<file path="src/rtl/cbe_map.vh">
/*
 * Constants shared by the execution core: register offsets, command word
 * fields, status flag positions, operation codes, reset values and cycle
 * figures. Assumes it is included by bare name from rtl/ files.
 */
`ifndef CBE_MAP_VH
`define CBE_MAP_VH

// **********************************************************
// Register offsets (byte addresses on the control bus)
// **********************************************************
`define CBE_OFF_CMD 8'h00
`define CBE_OFF_FLAGS 8'h04
`define CBE_OFF_PC 8'h08
`define CBE_OFF_STATUS 8'h0c
`define CBE_OFF_GPR 8'h80

// **********************************************************
// Command word fields
// **********************************************************
`define CBE_CMD_OP 4:0
`define CBE_CMD_D 9:5
`define CBE_CMD_R 14:10
`define CBE_CMD_B 17:15
`define CBE_CMD_K 25:18
`define CBE_CMD_P 27:26

// **********************************************************
// Status flag positions and status word bits
// **********************************************************
`define CBE_F_C 0
`define CBE_F_Z 1
`define CBE_F_N 2
`define CBE_F_V 3
`define CBE_F_S 4
`define CBE_F_H 5
`define CBE_F_T 6
`define CBE_F_I 7
`define CBE_ST_BUSY 0
`define CBE_ST_ILLEGAL 1
`define CBE_ST_CYC 5:4

// **********************************************************
// Reset values, cycle figures, bus responses
// **********************************************************
`define CBE_CMD_RST 32'h0000_0000
`define CBE_FLAGS_RST 8'h00
`define CBE_PC_RST 16'h0000
`define CBE_CYC_ONE 2'd1
`define CBE_CYC_TWO 2'd2
`define CBE_RESP_OKAY 2'b00
`define CBE_RESP_SLVERR 2'b10
`define CBE_RESP_DECERR 2'b11

// **********************************************************
// Operation codes
// **********************************************************
`define CBE_OP_NOP 5'h00
`define CBE_OP_BRANCH_HALF_CARRY_CLEAR 5'h01
`define CBE_OP_BRANCH_TRANSFER_SET 5'h02
`define CBE_OP_BRANCH_TRANSFER_CLEAR 5'h03
`define CBE_OP_BRANCH_OVERFLOW_SET 5'h04
`define CBE_OP_BRANCH_OVERFLOW_CLEAR 5'h05
`define CBE_OP_BRANCH_IRQ_ENABLED 5'h06
`define CBE_OP_BRANCH_IRQ_DISABLED 5'h07
`define CBE_OP_IO_BIT_SET 5'h08
`define CBE_OP_IO_BIT_CLEAR 5'h09
`define CBE_OP_LOGICAL_LEFT_SHIFT 5'h0c
`define CBE_OP_LOGICAL_RIGHT_SHIFT 5'h0d
`define CBE_OP_ROTATE_RIGHT_CARRY 5'h0e
`define CBE_OP_ARITHMETIC_RIGHT_SHIFT 5'h0f
`define CBE_OP_NIBBLE_EXCHANGE 5'h10
`define CBE_OP_STATUS_FLAG_SET 5'h11
`define CBE_OP_STATUS_FLAG_CLEAR 5'h12
`define CBE_OP_OVERFLOW_FLAG_CLEAR 5'h13
`define CBE_OP_HALF_CARRY_SET 5'h14
`define CBE_OP_BIT_TO_TRANSFER_FLAG 5'h15
`define CBE_OP_TRANSFER_FLAG_TO_BIT 5'h16
`define CBE_OP_REGISTER_COPY 5'h17
`define CBE_OP_REGISTER_PAIR_COPY 5'h18
`define CBE_OP_LOAD_IMMEDIATE 5'h19
`define CBE_OP_INDIRECT_LOAD 5'h1a
`define CBE_OP_INDIRECT_LOAD_INC 5'h1b
`define CBE_OP_INDIRECT_LOAD_DEC 5'h1c
`define CBE_OP_DISPLACED_INDIRECT_LOAD 5'h1d

// Shift kinds match the two low bits of the shift operation codes
`define CBE_SH_LEFT 2'd0
`define CBE_SH_RIGHT 2'd1
`define CBE_SH_ROTATE 2'd2
`define CBE_SH_ARITH 2'd3

`endif

</file>
<file path="src/rtl/cbe_gpr.v">
/*
 * General register file: 32 bytes, one byte read port and two pair read
 * ports, all registered, plus a byte and a pair write port.
 * Assumes a single clock; reads return the value before same-edge writes.
 */
`timescale 1ns/1ps
module cbe_gpr (
	input wire aclk,
	input wire [4:0] a_addr,
	output reg [7:0] a_data,
	input wire [3:0] b_pair,
	output reg [15:0] b_data,
	input wire [3:0] c_pair,
	output reg [15:0] c_data,
	input wire wb_en,
	input wire [4:0] wb_addr,
	input wire [7:0] wb_data,
	input wire ww_en,
	input wire [3:0] ww_pair,
	input wire [15:0] ww_data
);

reg [7:0] mem [0:31];

always @(posedge aclk) begin
	a_data <= mem[a_addr];
	b_data <= {mem[{b_pair, 1'b1}], mem[{b_pair, 1'b0}]};
	c_data <= {mem[{c_pair, 1'b1}], mem[{c_pair, 1'b0}]};
	if (ww_en) begin
		mem[{ww_pair, 1'b0}] <= ww_data[7:0];
		mem[{ww_pair, 1'b1}] <= ww_data[15:8];
	end
	// Byte port written last so it wins when both hit one byte
	if (wb_en) begin
		mem[wb_addr] <= wb_data;
	end
end

endmodule // cbe_gpr

</file>
<file path="src/rtl/cbe_shift.v">
/*
 * Shift and rotate unit with its flag results.
 * Assumes purely combinational use by the execution core.
 */
`timescale 1ns/1ps
`include "cbe_map.vh"
module cbe_shift (
	input wire [1:0] kind,
	input wire [7:0] value,
	input wire carry_in,
	output reg [7:0] result,
	output reg carry_out,
	output wire zero,
	output wire negative,
	output wire overflow
);

always @* begin
	case (kind)
	`CBE_SH_LEFT: begin
		result = {value[6:0], 1'b0};
		carry_out = value[7];
	end
	`CBE_SH_RIGHT: begin
		result = {1'b0, value[7:1]};
		carry_out = value[0];
	end
	`CBE_SH_ROTATE: begin
		result = {carry_in, value[7:1]};
		carry_out = value[0];
	end
	default: begin
		result = {value[7], value[7:1]};
		carry_out = value[0];
	end
	endcase
end

assign zero = (result == 8'h00);
assign negative = result[7];
// Overflow after a shift is the sign of the result against the carry out
assign overflow = result[7] ^ carry_out;

endmodule // cbe_shift

</file>
<file path="src/rtl/cbe_core.v">
/*
 * Execution core for branches on status flags, I/O bit set and clear,
 * shifts, flag set and clear, transfer-bit moves, register moves and
 * indirect loads. Software issues one command word at a time over
 * AXI4-Lite. Assumes data memory and I/O space on the same clock that
 * answer a read strobe with data in the same cycle.
 */
`timescale 1ns/1ps
`include "cbe_map.vh"

// Notes on behaviour
// - Half-carry clear branch: pc gets pc+k+1; one cycle, two when taken.
// - Transfer-bit set/clear branches jump to pc+k+1; one or two cycles.
// - Overflow set/clear branches jump to pc+k+1; one or two cycles.
// - Interrupt enabled/disabled branches jump to pc+k+1; one or two cycles.
// - I/O bit set/clear forces one bit; two cycles; flags unchanged.
// - Logical left shift fills bit zero with zero; sets Z,C,N,V; one cycle.
// - Logical right shift fills bit seven with zero; sets Z,C,N,V; one cycle.
// - Rotate right: old carry into bit seven, bit zero to carry; one cycle.
// - Arithmetic right shift keeps bit seven; sets Z,C,N,V; one cycle.
// - Each status flag has a one-cycle set and clear touching only it.
// - Dedicated overflow clear, one cycle, leaves other flags alone.
// - Bit store copies a register bit into the transfer flag; one cycle.
// - Bit load copies the transfer flag into a register bit; one cycle.
// - Post-increment load reads at the pointer then bumps it; two cycles.
// - Pre-decrement load drops the pointer then reads there; two cycles.
// - Displaced load reads at pointer plus offset, pointer kept; two cycles.
module cbe_core (
	input wire aclk,
	input wire aresetn,
	input wire [7:0] awaddr,
	input wire [2:0] awprot,
	input wire awvalid,
	output wire awready,
	input wire [31:0] wdata,
	input wire [3:0] wstrb,
	input wire wvalid,
	output wire wready,
	output reg [1:0] bresp,
	output reg bvalid,
	input wire bready,
	input wire [7:0] araddr,
	input wire [2:0] arprot,
	input wire arvalid,
	output wire arready,
	output reg [31:0] rdata,
	output reg [1:0] rresp,
	output reg rvalid,
	input wire rready,
	output reg [15:0] dmem_addr,
	output reg dmem_rd,
	input wire [7:0] dmem_rdata,
	output reg [5:0] io_addr,
	output reg io_rd,
	input wire [7:0] io_rdata,
	output reg io_wr,
	output reg [7:0] io_wdata
);

localparam ST_IDLE = 2'd0;
localparam ST_EXEC = 2'd1;
localparam ST_SECOND = 2'd2;

// **********************************************************
// Helpers
// **********************************************************
function [31:0] merge;
	input [31:0] old;
	input [31:0] fresh;
	input [3:0] strb;
	integer i;
	begin
		merge = old;
		for (i = 0; i < 4; i = i + 1) begin
			if (strb[i]) begin
				merge[i*8 +: 8] = fresh[i*8 +: 8];
			end
		end
	end
endfunction

function branch_taken;
	input [4:0] op;
	input [7:0] f;
	begin
		case (op)
		`CBE_OP_BRANCH_HALF_CARRY_CLEAR: branch_taken = ~f[`CBE_F_H];
		`CBE_OP_BRANCH_TRANSFER_SET: branch_taken = f[`CBE_F_T];
		`CBE_OP_BRANCH_TRANSFER_CLEAR: branch_taken = ~f[`CBE_F_T];
		`CBE_OP_BRANCH_OVERFLOW_SET: branch_taken = f[`CBE_F_V];
		`CBE_OP_BRANCH_OVERFLOW_CLEAR: branch_taken = ~f[`CBE_F_V];
		`CBE_OP_BRANCH_IRQ_ENABLED: branch_taken = f[`CBE_F_I];
		`CBE_OP_BRANCH_IRQ_DISABLED: branch_taken = ~f[`CBE_F_I];
		default: branch_taken = 1'b0;
		endcase
	end
endfunction

// Pointer select 0, 1, 2 picks pairs 13, 14, 15; 3 also picks 15
function [3:0] ptr_pair;
	input [1:0] sel;
	begin
		ptr_pair = (sel == 2'd3) ? 4'hf : 4'hd + {2'b00, sel};
	end
endfunction

// **********************************************************
// Declarations
// **********************************************************
reg [1:0] state;
reg [31:0] cmd;
reg [7:0] flags;
reg [15:0] pc;
reg [1:0] cycles;
reg illegal;
reg [15:0] ptr_new;
reg rd_pend;
reg [7:0] rd_addr;
reg wb_en;
reg [4:0] wb_addr;
reg [7:0] wb_data;
reg ww_en;
reg [3:0] ww_pair;
reg [15:0] ww_data;
wire idle = (state == ST_IDLE);
wire [31:0] next_cmd = merge(cmd, wdata, wstrb);
wire [31:0] cur_cmd = idle ? next_cmd : cmd;
wire [4:0] op = cmd[`CBE_CMD_OP];
wire [2:0] bsel = cmd[`CBE_CMD_B];
wire [7:0] kval = cmd[`CBE_CMD_K];
wire [7:0] bmask = 8'h01 << bsel;
wire [7:0] wa = {awaddr[7:2], 2'b00};
wire [7:0] ra = {araddr[7:2], 2'b00};
wire wr_take = awvalid & wvalid & ~bvalid;
wire rd_take = arvalid & arready;
wire cmd_take = wr_take & idle & (wa == `CBE_OFF_CMD);
wire gpr_wr = wr_take & idle & wa[7] & wstrb[0];
wire is_load = (op >= `CBE_OP_INDIRECT_LOAD) & (op <= `CBE_OP_DISPLACED_INDIRECT_LOAD);
wire is_io = (op == `CBE_OP_IO_BIT_SET) | (op == `CBE_OP_IO_BIT_CLEAR);
wire [4:0] a_addr = rd_take ? araddr[6:2] : cur_cmd[`CBE_CMD_D];
wire [7:0] qa;
wire [15:0] qb;
wire [15:0] qc;
wire [7:0] rr_byte = cmd[10] ? qb[15:8] : qb[7:0];
wire [15:0] k_off = {{9{kval[6]}}, kval[6:0]};
wire [7:0] sh_res;
wire sh_c;
wire sh_z;
wire sh_n;
wire sh_v;

// Only the command register uses all four write lanes, reads need the core
// idle only for general registers since those share the byte read port
assign awready = wr_take;
assign wready = wr_take;
assign arready = ~rvalid & ~rd_pend & ~wr_take & (~araddr[7] | idle);

// **********************************************************
// Write response
// **********************************************************
always @(posedge aclk) begin
	if (!aresetn) begin
		bvalid <= 1'b0;
		bresp <= `CBE_RESP_OKAY;
	end else if (wr_take) begin
		bvalid <= 1'b1;
		if (wa == `CBE_OFF_STATUS) begin
			bresp <= `CBE_RESP_SLVERR;
		end else if (wa[7] | (wa == `CBE_OFF_CMD) | (wa == `CBE_OFF_FLAGS)
			| (wa == `CBE_OFF_PC)) begin
			// A write during execution is refused so state stays coherent
			bresp <= idle ? `CBE_RESP_OKAY : `CBE_RESP_SLVERR;
		end else begin
			bresp <= `CBE_RESP_DECERR;
		end
	end else if (bready) begin
		bvalid <= 1'b0;
	end
end

// **********************************************************
// Read path
// **********************************************************
always @(posedge aclk) begin
	if (!aresetn) begin
		rd_pend <= 1'b0;
		rd_addr <= 8'h00;
		rvalid <= 1'b0;
		rresp <= `CBE_RESP_OKAY;
		rdata <= 32'h0000_0000;
	end else if (rd_take) begin
		rd_pend <= 1'b1;
		rd_addr <= ra;
	end else if (rd_pend) begin
		rd_pend <= 1'b0;
		rvalid <= 1'b1;
		rresp <= `CBE_RESP_OKAY;
		if (rd_addr[7]) begin
			rdata <= {24'h000000, qa};
		end else begin
			case (rd_addr)
			`CBE_OFF_CMD: rdata <= cmd;
			`CBE_OFF_FLAGS: rdata <= {24'h000000, flags};
			`CBE_OFF_PC: rdata <= {16'h0000, pc};
			`CBE_OFF_STATUS: rdata <= {26'h0000000, cycles, 2'b00, illegal, ~idle};
			default: begin
				rdata <= 32'h0000_0000;
				rresp <= `CBE_RESP_DECERR;
			end
			endcase
		end
	end else if (rready) begin
		rvalid <= 1'b0;
	end
end

// **********************************************************
// Execution sequence
// **********************************************************
always @(posedge aclk) begin
	if (!aresetn) begin
		state <= ST_IDLE;
		cmd <= `CBE_CMD_RST;
		flags <= `CBE_FLAGS_RST;
		pc <= `CBE_PC_RST;
		cycles <= 2'd0;
		illegal <= 1'b0;
		ptr_new <= 16'h0000;
		dmem_addr <= 16'h0000;
		dmem_rd <= 1'b0;
		io_addr <= 6'h00;
		io_rd <= 1'b0;
		io_wr <= 1'b0;
		io_wdata <= 8'h00;
	end else begin
		dmem_rd <= 1'b0;
		io_rd <= 1'b0;
		io_wr <= 1'b0;
		case (state)
		ST_IDLE: begin
			if (cmd_take) begin
				cmd <= next_cmd;
				illegal <= 1'b0;
				state <= ST_EXEC;
			end else if (wr_take & (wa == `CBE_OFF_FLAGS) & wstrb[0]) begin
				flags <= wdata[7:0];
			end else if (wr_take & (wa == `CBE_OFF_PC)) begin
				pc <= {wstrb[1] ? wdata[15:8] : pc[15:8], wstrb[0] ? wdata[7:0] : pc[7:0]};
			end
		end
		ST_EXEC: begin
			state <= ST_IDLE;
			cycles <= `CBE_CYC_ONE;
			pc <= pc + 16'h0001;
			case (op)
			`CBE_OP_NOP: ;
			`CBE_OP_BRANCH_HALF_CARRY_CLEAR, `CBE_OP_BRANCH_TRANSFER_SET,
			`CBE_OP_BRANCH_TRANSFER_CLEAR, `CBE_OP_BRANCH_OVERFLOW_SET,
			`CBE_OP_BRANCH_OVERFLOW_CLEAR, `CBE_OP_BRANCH_IRQ_ENABLED,
			`CBE_OP_BRANCH_IRQ_DISABLED: begin
				if (branch_taken(op, flags)) begin
					pc <= pc + k_off + 16'h0001;
					state <= ST_SECOND;
				end
			end
			`CBE_OP_IO_BIT_SET, `CBE_OP_IO_BIT_CLEAR: begin
				io_addr <= kval[5:0];
				io_rd <= 1'b1;
				state <= ST_SECOND;
			end
			`CBE_OP_LOGICAL_LEFT_SHIFT, `CBE_OP_LOGICAL_RIGHT_SHIFT,
			`CBE_OP_ROTATE_RIGHT_CARRY, `CBE_OP_ARITHMETIC_RIGHT_SHIFT: begin
				flags[`CBE_F_C] <= sh_c;
				flags[`CBE_F_Z] <= sh_z;
				flags[`CBE_F_N] <= sh_n;
				flags[`CBE_F_V] <= sh_v;
			end
			`CBE_OP_STATUS_FLAG_SET: flags[bsel] <= 1'b1;
			`CBE_OP_STATUS_FLAG_CLEAR: flags[bsel] <= 1'b0;
			`CBE_OP_OVERFLOW_FLAG_CLEAR: flags[`CBE_F_V] <= 1'b0;
			`CBE_OP_HALF_CARRY_SET: flags[`CBE_F_H] <= 1'b1;
			`CBE_OP_BIT_TO_TRANSFER_FLAG: flags[`CBE_F_T] <= qa[bsel];
			`CBE_OP_NIBBLE_EXCHANGE, `CBE_OP_TRANSFER_FLAG_TO_BIT,
			`CBE_OP_REGISTER_COPY, `CBE_OP_REGISTER_PAIR_COPY,
			`CBE_OP_LOAD_IMMEDIATE: ;
			`CBE_OP_INDIRECT_LOAD, `CBE_OP_INDIRECT_LOAD_INC,
			`CBE_OP_INDIRECT_LOAD_DEC, `CBE_OP_DISPLACED_INDIRECT_LOAD: begin
				dmem_rd <= 1'b1;
				state <= ST_SECOND;
				ptr_new <= qc;
				dmem_addr <= qc;
				if (op == `CBE_OP_INDIRECT_LOAD_INC) begin
					ptr_new <= qc + 16'h0001;
				end else if (op == `CBE_OP_INDIRECT_LOAD_DEC) begin
					ptr_new <= qc - 16'h0001;
					dmem_addr <= qc - 16'h0001;
				end else if (op == `CBE_OP_DISPLACED_INDIRECT_LOAD) begin
					dmem_addr <= qc + {10'h000, kval[5:0]};
				end
			end
			default: illegal <= 1'b1;
			endcase
		end
		ST_SECOND: begin
			state <= ST_IDLE;
			cycles <= `CBE_CYC_TWO;
			if (is_io) begin
				// The write is posted: it reaches the port in the following cycle
				io_wr <= 1'b1;
				io_wdata <= (op == `CBE_OP_IO_BIT_SET) ? (io_rdata | bmask)
					: (io_rdata & ~bmask);
			end
		end
		default: state <= ST_IDLE;
		endcase
	end
end

// **********************************************************
// Register file write steering
// **********************************************************
always @* begin
	wb_en = 1'b0;
	wb_addr = cmd[`CBE_CMD_D];
	wb_data = 8'h00;
	ww_en = 1'b0;
	ww_pair = cmd[9:6];
	ww_data = qb;
	if (state == ST_EXEC) begin
		case (op)
		`CBE_OP_LOGICAL_LEFT_SHIFT, `CBE_OP_LOGICAL_RIGHT_SHIFT,
		`CBE_OP_ROTATE_RIGHT_CARRY, `CBE_OP_ARITHMETIC_RIGHT_SHIFT: begin
			wb_en = 1'b1;
			wb_data = sh_res;
		end
		`CBE_OP_NIBBLE_EXCHANGE: begin
			wb_en = 1'b1;
			wb_data = {qa[3:0], qa[7:4]};
		end
		`CBE_OP_TRANSFER_FLAG_TO_BIT: begin
			wb_en = 1'b1;
			wb_data = flags[`CBE_F_T] ? (qa | bmask) : (qa & ~bmask);
		end
		`CBE_OP_REGISTER_COPY: begin
			wb_en = 1'b1;
			wb_data = rr_byte;
		end
		`CBE_OP_LOAD_IMMEDIATE: begin
			wb_en = 1'b1;
			wb_data = kval;
		end
		`CBE_OP_REGISTER_PAIR_COPY: ww_en = 1'b1;
		default: ;
		endcase
	end else if ((state == ST_SECOND) & is_load) begin
		wb_en = 1'b1;
		wb_data = dmem_rdata;
		ww_pair = ptr_pair(cmd[`CBE_CMD_P]);
		ww_data = ptr_new;
		ww_en = (op == `CBE_OP_INDIRECT_LOAD_INC) | (op == `CBE_OP_INDIRECT_LOAD_DEC);
	end else if (gpr_wr) begin
		wb_en = 1'b1;
		wb_addr = awaddr[6:2];
		wb_data = wdata[7:0];
	end
end

// **********************************************************
// Submodules
// **********************************************************
cbe_gpr u_gpr (
	.aclk(aclk),
	.a_addr(a_addr),
	.a_data(qa),
	.b_pair(cur_cmd[14:11]),
	.b_data(qb),
	.c_pair(ptr_pair(cur_cmd[`CBE_CMD_P])),
	.c_data(qc),
	.wb_en(wb_en),
	.wb_addr(wb_addr),
	.wb_data(wb_data),
	.ww_en(ww_en),
	.ww_pair(ww_pair),
	.ww_data(ww_data)
);

cbe_shift u_shift (
	.kind(op[1:0]),
	.value(qa),
	.carry_in(flags[`CBE_F_C]),
	.result(sh_res),
	.carry_out(sh_c),
	.zero(sh_z),
	.negative(sh_n),
	.overflow(sh_v)
);

endmodule // cbe_core

</file>
<file path="config.mk">
export PLATFORM = sky130hd
export DESIGN_NAME = cbe_core
export DESIGN_NICKNAME = d
export VERILOG_FILES = /design/src/rtl/cbe_gpr.v /design/src/rtl/cbe_shift.v /design/src/rtl/cbe_core.v
export VERILOG_INCLUDE_DIRS = /design/src /design/src/rtl
export SDC_FILE = /design/constraint.sdc
export NUM_CORES = 1
export LEC_CHECK = 0
export ABC_AREA = 1
export BUFFER_PORTS_ARGS = -buffer_cell sky130_fd_sc_hd__buf_2
export CAP_MARGIN = 20
export CORE_ASPECT_RATIO = 1.25
export CORE_MARGIN = 2
export CORE_UTILIZATION = 50
export DETAILED_ROUTE_END_ITERATION = 8
export MAX_ROUTING_LAYER = met4
export PLACE_DENSITY = 0.67
export SLEW_MARGIN = 20
export SYNTH_ARGS = -nofsm -noshare
export SYNTH_HDL_FRONTEND = slang
export SYNTH_HIERARCHICAL = 1
export SYNTH_SLANG_ARGS = --single-unit
</file>
<file path="constraint.sdc">
create_clock -name aclk -period 4.55 [get_ports aclk]
set_clock_uncertainty 0.1 [all_clocks]
set_input_delay 0.455 -clock aclk [delete_from_list [all_inputs] [get_ports aclk]]
set_output_delay 0.455 -clock aclk [all_outputs]
set_load 0.01 [all_outputs]
</file>
==> flow_summary.rst, run 1 <==
.. list-table::
   :header-rows: 1

   * - Metric
     - Value
   * - Largest net degree at the start of global routing
     - ~130
   * - Reg-to-reg critical path endpoint
     - u_gpr/mem[19][4]$_DFFE_PP_
   * - Sequential element share of the synthesized area
     - around two fifths
   * - Worst max-slew margin expressed relative to the limit
     - 32.2%
   * - Cells after synthesis
     - between 4000 and 5000
   * - Unrepaired setup endpoints after global routing
     - false
   * - Library cell used as clock root buffer
     - sky130_fd_sc_hd__clkbuf_16
   * - Grt total ovfl
     - 0
   * - Core Region
     - between 0.05 and 0.06 mm²
   * - Worst setup EP type
     - flip-flop
   * - Die Wd
     - approximately 220 µm
   * - Share of the synthesized netlist area taken by xor and xnor gates
     - less than 1%
   * - Instance count along the most critical hold path
     - 3
   * - Latest clock arrival within the worst-skew pair
     - about 0.61 ns
   * - Max-slew violation count
     - 0
   * - Post-DRT Antenna Nets
     - 0
   * - Yosys warning count
     - 6
   * - Register-to-register setup slack
     - between 0.4 and 0.5 ns
   * - Area of the die
     - 0.0620 mm²
   * - Path type of the worst min-delay path
     - input port to flip-flop
   * - Num rows
     - 100
   * - Hold Path Origin
     - wdata[30]
   * - First drt pass iteration count
     - 6
   * - Min Tclk post-route
     - 4.10 ns
   * - Antenna violations before repair
     - 1
   * - Simple-gate share of the synthesized area
     - 30.7%
   * - Dominant combinational cell family by area after synthesis
     - simple AND/OR/NAND/NOR gates
   * - Crit path arrival time
     - ~4.3 ns
   * - Routed length per placed instance
     - 23.6 µm
   * - Synth-to-Final Area Change
     - 10.1%
   * - Final-report hold violation count
     - 0
   * - Global-route wire length before repair
     - around 180 mm
   * - Post-synthesis async set-or-reset flop share
     - 0%
   * - Number of violations of the max-capacitance limit
     - 0
   * - Cell Area, Synth
     - between 0.02 and 0.03 mm²
   * - Port-buffer cells
     - between 100 and 150
   * - Post-Synth Adder-Cell Area
     - approximately 1.3%
   * - Mean instance size in the synthesized netlist
     - 6.74 µm²
   * - Ratio of total power to cell area
     - 323 mW/mm²
   * - Leading post-synthesis cells by cell area
     - sky130_fd_sc_hd__edfxtp_1, sky130_fd_sc_hd__nand2_1, sky130_fd_sc_hd__dfxtp_1, sky130_fd_sc_hd__o21ai_0, sky130_fd_sc_hd__nand3_1
   * - Synth Register Bits
     - 450
   * - Number of buffers on the longest clock path
     - 3
   * - Synth top area share
     - between 20% and 30%
   * - Total GRT Usage
     - between 40% and 50%
   * - Most common cell after layout, fill and taps aside
     - sky130_fd_sc_hd__nand2_1
   * - Via count of the routed design
     - 31800
   * - Placer's final routability congestion estimate
     - ~1
   * - Initial cell density of the core
     - between 50% and 60%
   * - TritonCTS clock tree
     - done
   * - Final number of setup-violating endpoints
     - 0
   * - Transition at the pin with the smallest max-transition slack
     - ~1.0 ns
   * - Crit-path max FO
     - 17
   * - I/O pin total
     - approximately 160
   * - Startpoint Class
     - flip-flop
   * - Most used DFF post-synth
     - sky130_fd_sc_hd__edfxtp_1
   * - Via/cell ratio
     - 6.05
   * - Worst hold margin
     - between 0.02 and 0.03 ns
   * - Highest ir drop seen on vdd
     - about 0.00027 V
   * - Clock transition at path regs
     - approximately 0.07 ns
   * - Biggest area consumer among synthesized cells
     - sky130_fd_sc_hd__edfxtp_1
   * - Die extent in y
     - roughly 280 µm
   * - Count of routing violations after the opening detailed-route iteration
     - 4296
   * - Hold Crit Endpoint
     - cmd[30]$_SDFFE_PN0P_
   * - Fraction of synthesized area in multiplexers
     - 0.0668%
   * - Final setup TNS
     - 0 ns
   * - Most frequent cells in the layout
     - sky130_fd_sc_hd__nand2_1, sky130_fd_sc_hd__nand3_1, sky130_fd_sc_hd__o21ai_0
   * - Detailed-placement wirelength estimate
     - between 80 and 90 mm
   * - Type of the worst setup path
     - flip-flop to flip-flop
   * - Clock tree sinks
     - 450
   * - Leakage power figure
     - around 0.014 µW
   * - Number of H-tree levels
     - 2
   * - # nets final
     - between 4000 and 5000
   * - Share of post-route cells with drive strength above 1
     - approximately 8.5%
   * - Maximum frequency from static timing analysis
     - roughly 240 MHz
   * - Worst reg-to-reg path cell count
     - 14
   * - Detailed-route DRC error count
     - 0
   * - Share of the synthesized area in compound gates (AO/OA/AOI/OAI)
     - ~20%
   * - Status
     - finished, final reports clean
   * - Clock buffers created by TritonCTS
     - between 40 and 50
   * - Number of flops mapped to enable cells by yosys
     - roughly 260
   * - Unique masters post-synth
     - between 50 and 60
   * - Final WL
     - around 120 mm
   * - Total power consumption of the routed design
     - 10700 µW
   * - Period utilization
     - 90.0%
   * - Via count of the first global-routing pass
     - slightly below 30000
   * - Required time worst endpoint
     - around 4.7 ns
[through the flow]
stage | util [%] | area [µm²] | setup slack, ns | cells
global placement | 52.9 | 31400 | 0.305 | 5170
detailed placement | 52.9 | 31400 | 0.263 | 5170
global route | 55.6 | 33000 | 0.155 | 5259
finish | 55.6 | 33000 | 0.453 | 5260
floorplan | - | 30000 | 0.905 | 4452
CTS | 55.5 | 33000 | 0.230 | 5258
[where the power goes]
part           internal, µW  leakage (µW)  total (µW)  switching (µW)
clock network          2250      0.000737        3970            1720
logic                   606       0.00962        2140            1540
registers              4440       0.00388        4560             115
total                  7300        0.0142       10700            3370
[cell type report]
type,count,area [µm²]
Antenna cell,2,5.00
Clock buffer,68,1330
Clock inverter,16,193
Fill cell,6077,26400
Inverter,390,1470
Multi-Input combinational cell,3307,15800
Sequential cell,450,11600
Tap cell,765,957
Timing Repair Buffer,262,1720
[synth_stat cells, drive strengths merged, types with 4 or more instances]
| cell | instances |
|---|---|
| nand2 | 1361 |
| o21ai | 542 |
| nand3 | 530 |
| inv | 387 |
| a21oi | 295 |
| edfxtp | 256 |
| nor2 | 221 |
| clkbuf | 204 |
| dfxtp | 194 |
| o211ai | 149 |
| buf | 101 |
| a211oi | 35 |
| nand4 | 33 |
| nor3 | 30 |
| ha | 27 |
| o22ai | 19 |
| xor2 | 17 |
| xnor2 | 7 |
| a31oi | 5 |
| a41oi | 4 |
| and2 | 4 |
| nand3b | 4 |
[worst max path at each step]
stage	startpoint	to	depth (start not counted)
final	flip-flop	u_gpr/mem[19][4]$_DFFE_PP_	14
after global routing	flip-flop	u_gpr/mem[19][1]$_DFFE_PP_	14
after CTS	flip-flop	u_gpr/mem[0][1]$_DFFE_PP_	13
after detailed placement	flip-flop	u_gpr/mem[0][4]$_DFFE_PP_	13
after global placement	flip-flop	u_gpr/mem[22][4]$_DFFE_PP_	13
after floorplan	flip-flop	u_gpr/mem[15][0]$_DFFE_PP_	13
[flip-flops by register name, indices dropped and copies added (netlist names), 6 cells and up, named ones only]
name and flops:
cmd 15, dmem_addr 16, flags 6, io_addr 6
io_wdata 8, pc 16, ptr_new 16, rd_addr 6
rdata 32, u_gpr/a_data 8, u_gpr/b_data 16, u_gpr/c_data 16
u_gpr/mem 256
[per-layer routing]
| layer | part of all wire, % | GRT usage [%] | routed length [µm] |
|---|---|---|---|
| met1 | 38 | 49.6 | 46700 |
| met2 | 46 | 63.8 | 57100 |
| met3 | 8.9 | 4.78 | 11100 |
| met4 | 7.5 | 25.7 | 9310 |
| met5 | 0 | - | 0 |
[cells by family after synthesis]
group           count (synthesis)
mux                             2
simple gates                 2187
fa+ha+maj                      29
other cells                     1
buf+inv                       695
compound gates               1063
xor+xnor                       24
flops                         450
[worst max-delay path, cell delays in order (launching register included)]
cell and delay, ns:
sky130_fd_sc_hd__dfxtp_1 0.31, sky130_fd_sc_hd__nand2_1 0.08, sky130_fd_sc_hd__inv_1 0.04, sky130_fd_sc_hd__nand3_1 0.17, sky130_fd_sc_hd__inv_1 0.08, sky130_fd_sc_hd__a21oi_2 0.26, sky130_fd_sc_hd__nor2_2 0.12, sky130_fd_sc_hd__nor4_2 0.35
sky130_fd_sc_hd__nand2_1 0.25, sky130_fd_sc_hd__o21ai_1 0.48, sky130_fd_sc_hd__inv_1 0.16, sky130_fd_sc_hd__nor3_2 0.28, sky130_fd_sc_hd__buf_4 0.27, sky130_fd_sc_hd__nand2_1 0.35, sky130_fd_sc_hd__nand2_1 0.46
[what timing repair did]
action	CTS	global route
endpoints found under the setup margin	0	16
hold buffers	4	0
setup buffers	0	0
endpoints found under the hold margin	4	0
gates resized for setup	0	3
(Power assumes the default switching activity.)
==> run 2: changes to the inputs <==
--- a/config.mk
+++ b/config.mk
@@ -12,6 +12,7 @@
 export CORE_ASPECT_RATIO = 1.25
 export CORE_MARGIN = 2
 export CORE_UTILIZATION = 50
+export CTS_BUF_LIST = sky130_fd_sc_hd__clkbuf_2
 export DETAILED_ROUTE_END_ITERATION = 8
 export MAX_ROUTING_LAYER = met4
 export PLACE_DENSITY = 0.67
==> run 2 against run 1 <==
Die area did not move. First-iteration DRC count rose by 3.7%. Non-clock buffer count rose by 168. Combinational power rose by 5%. Global-route usage rose by 1.5 points. Register-to-register slack got worse by 0.05 ns. Design area rose by 3.4%. Cell count rose by 5.2%. Hold slack improved by 0.091 ns. Power fell by 9.9%. Largest cell class unchanged.
==> flow_summary.rst, run 2 (synthesis results as in run 1) <==
.. list-table::
   :header-rows: 1

   * - Metric
     - Value
   * - Largest registers ranked by flip-flop count
     - u_gpr/mem (256), rdata (32)
   * - Number of buffers on the longest clock path
     - 3 (unchanged)
   * - Final WL
     - 129 mm (+3.6%)
   * - Worst reg-to-reg path cell count
     - 13 (-1)
   * - Min Tclk post-route
     - 4.15 ns (+0.0520 ns)
   * - First drt pass iteration count
     - 6 (unchanged)
   * - Period utilization
     - 91.2% (+1.1 points)
   * - Die extent in y
     - 278 µm (unchanged)
   * - Maximum frequency from static timing analysis
     - 241 MHz (-1.3%)
   * - Count of routing violations after the opening detailed-route iteration
     - 4454 (+3.7%)
   * - Clock tree sinks
     - 450 (unchanged)
   * - Flip-flop count of the largest register after layout
     - 256 (unchanged)
   * - Crit-path max FO
     - 17 (unchanged)
   * - Status
     - finished, final reports clean
   * - Max-slew violation count
     - 0 (unchanged)
   * - Post-DRT Antenna Nets
     - 0 (unchanged)
   * - Slack of the critical path
     - 0.401 ns (-0.0520 ns)
   * - Latest clock arrival within the worst-skew pair
     - 1.27 ns (+0.66 ns)
   * - Final-report hold violation count
     - 0 (unchanged)
   * - Worst setup EP type
     - flip-flop
   * - Minimum setup slack after placement
     - 0.263 ns (unchanged)
   * - Largest net degree at the start of global routing
     - 129 (unchanged)
   * - Num rows
     - 100 (unchanged)
   * - Final setup TNS
     - 0 ns (unchanged)
   * - Initial cell density of the core
     - 50.5% (unchanged)
   * - Core Region
     - 0.0594 mm² (unchanged)
   * - Path type of the worst min-delay path
     - input port to flip-flop
   * - Via count of the first global-routing pass
     - 30900 (+7.1%)
   * - Total placed cells including tap cells
     - 5170 (unchanged)
   * - Instance count along the most critical hold path
     - 6 (+3)
   * - TritonCTS clock tree
     - done
   * - Ratio of total power to cell area
     - 282 mW/mm² (-13%)
   * - Number of H-tree levels
     - 3 (+1)
   * - Final non-filler cell total
     - 5536 (+5.2%)
   * - Most frequent cells in the layout
     - sky130_fd_sc_hd__nand2_1, sky130_fd_sc_hd__nand3_1, sky130_fd_sc_hd__o21ai_0
   * - Slowest library cell on the worst path
     - sky130_fd_sc_hd__o21ai_1
   * - Antenna violations before repair
     - 2 (+1)
   * - Detailed-placement wirelength estimate
     - 89.3 mm (unchanged)
   * - Largest delay share family, worst path
     - simple AND/OR/NAND/NOR gates
   * - Detailed-route DRC error count
     - 0 (unchanged)
   * - I/O pin total
     - 155 (unchanged)
   * - Die Wd
     - 223 µm (unchanged)
   * - Number of violations of the max-capacitance limit
     - 0 (unchanged)
   * - Largest register by flop count
     - u_gpr/mem
   * - Port-buffer cells
     - 144 (unchanged)
   * - Total number of cells along the worst setup path
     - 13 (-1)
   * - Cell chain of the critical path
     - inv_1 > nand3_1 > inv_1 > a21oi_2 > nor2_2 > nor4_2 > nand2_1 > o21ai_1 > inv_1 > nor3_2 > buf_4 > nand2_1 > nand2_1
   * - Highest ir drop seen on vdd
     - 0.000203 V (-25%)
   * - Total GRT Usage
     - 42.0% (+1.5 points)
   * - Crit path arrival time
     - 4.92 ns (+0.65 ns)
   * - Biggest cell delay along the critical path
     - 0.53 ns (+0.05 ns)
   * - Unrepaired setup endpoints after global routing
     - false
   * - Area of the die
     - 0.0620 mm² (unchanged)
   * - Library cell used as clock root buffer
     - sky130_fd_sc_hd__clkbuf_2
   * - Startpoint Class
     - flip-flop
   * - Routed length per placed instance
     - 23.2 µm (-1.6%)
   * - Type of the worst setup path
     - flip-flop to flip-flop
   * - Grt total ovfl
     - 0 (unchanged)
   * - Most common cell after layout, fill and taps aside
     - sky130_fd_sc_hd__nand2_1
   * - Via/cell ratio
     - 6.01 (-0.65%)
   * - Final number of setup-violating endpoints
     - 0 (unchanged)
   * - Hold Path Origin
     - io_rdata[5]
   * - Via count of the routed design
     - 33300 (+4.6%)
   * - Global-route wire length before repair
     - 190 mm (+3.8%)
   * - Placer's final routability congestion estimate
     - 1.01 (unchanged)
   * - Worst max-slew margin expressed relative to the limit
     - 29.6% (-2.6 points)
   * - Register-to-register setup slack
     - 0.40 ns (-0.05 ns)
   * - Share of post-route cells with drive strength above 1
     - 10.1% (+1.6 points)
   * - # nets final
     - 4804 (+5.1%)
   * - Share of the core filled with cells in the final layout
     - 57.5% (+1.9 points)
   * - Clock buffers created by TritonCTS
     - 115 (+140%)
   * - Synth-to-Final Area Change
     - 13.9%
   * - Clock transition at path regs
     - 0.12 ns (+0.05 ns)
   * - Transition at the pin with the smallest max-transition slack
     - 1.05 ns (+0.0387 ns)
   * - Setup Fix Bufs, Post-CTS
     - 0 (unchanged)
   * - Required time worst endpoint
     - 5.32 ns (+0.60 ns)
   * - Worst path buffer plus inverter count
     - 4 (unchanged)
   * - Filler Cell Count
     - 5950 (-2.1%)
   * - Leakage power figure
     - 0.0151 µW (+5.9%)
==> run 2: cell count changes in the layout (fill, tap and decap cells not counted), moves of 2 or more <==
| cell | change |
|---|---|
| sky130_fd_sc_hd__diode_2 | +2 |
| sky130_fd_sc_hd__dlygate4sd3_1 | +168 |
| sky130_fd_sc_hd__inv_2 | +2 |
| sky130_fd_sc_hd__clkbuf_2 | +153 |
| sky130_fd_sc_hd__clkbuf_16 | -50 |
| sky130_fd_sc_hd__clkinv_1 | +23 |
| sky130_fd_sc_hd__bufinv_16 | -2 |
| sky130_fd_sc_hd__clkbuf_1 | -17 |
==> run 2: routing by layer <==
metal	up-vias	track usage, %	share of wire, %
li1	15600	-	-
met1	15200	49.7	37
met2	1951	65.0	45
met3	500	6.33	9.7
met4	0	31.1	8.6
met5	-	-	0
==> run 2: final timing paths <==
check                                                   to
worst max-delay path            u_gpr/mem[19][6]$_DFFE_PP_
worst min-delay path              io_wdata[5]$_SDFFE_PN0P_
worst max register to register  u_gpr/mem[19][6]$_DFFE_PP_
worst min register to register      rdata[21]$_SDFFE_PN0P_
==> run 2: per-stage QoR <==
stage / hold slack [ns] / instance area, µm² / power, µW
after global routing: 0.129 / 34200 / 10000
final: 0.119 / 34200 / 9620
after detailed placement: 0.352 / 31400 / 6660
after global placement: 0.345 / 31400 / 6640
after floorplan: 0.334 / 30000 / 5890
after CTS: 0.0125 / 34100 / 9510
==> run 2: area by class of cell <==
cell class	instances	area, µm²	area share (%)
Clock buffer	153	766	2.24
Tap cell	765	957	2.80
Multi-Input combinational cell	3307	15800	46.2
Clock inverter	37	203	0.593
Antenna cell	4	10.0	0.0293
Sequential cell	450	11600	33.9
Timing Repair Buffer	430	3400	9.96
Inverter	390	1470	4.29
==> run 2: worst register-to-register path, stage by stage (launching register included) <==
cell and delay (ns):
sky130_fd_sc_hd__dfxtp_1 0.36, sky130_fd_sc_hd__inv_1 0.06, sky130_fd_sc_hd__nand3_1 0.19, sky130_fd_sc_hd__inv_1 0.08
sky130_fd_sc_hd__a21oi_2 0.27, sky130_fd_sc_hd__nor2_2 0.12, sky130_fd_sc_hd__nor4_2 0.35, sky130_fd_sc_hd__nand2_1 0.25
sky130_fd_sc_hd__o21ai_1 0.53, sky130_fd_sc_hd__inv_1 0.17, sky130_fd_sc_hd__nor3_2 0.24, sky130_fd_sc_hd__buf_4 0.27
sky130_fd_sc_hd__nand2_1 0.36, sky130_fd_sc_hd__nand2_1 0.48
==> run 2: repair_timing <==
| item | 4_1_cts | 5_1_grt |
|---|---|---|
| endpoints found under the setup margin | 0 | 16 |
| hold buffers | 172 | 0 |
| gates resized for setup | 0 | 3 |
| hold endpoints to repair | 157 | 0 |
==> run 2: where the power goes <==
| group | total, µW | internal (µW) | switching [µW] |
|---|---|---|---|
| clock | 2830 | 1030 | 1800 |
| sequential | 4550 | 4440 | 115 |
| combinational | 2240 | 677 | 1560 |
| total | 9620 | 6140 | 3480 |
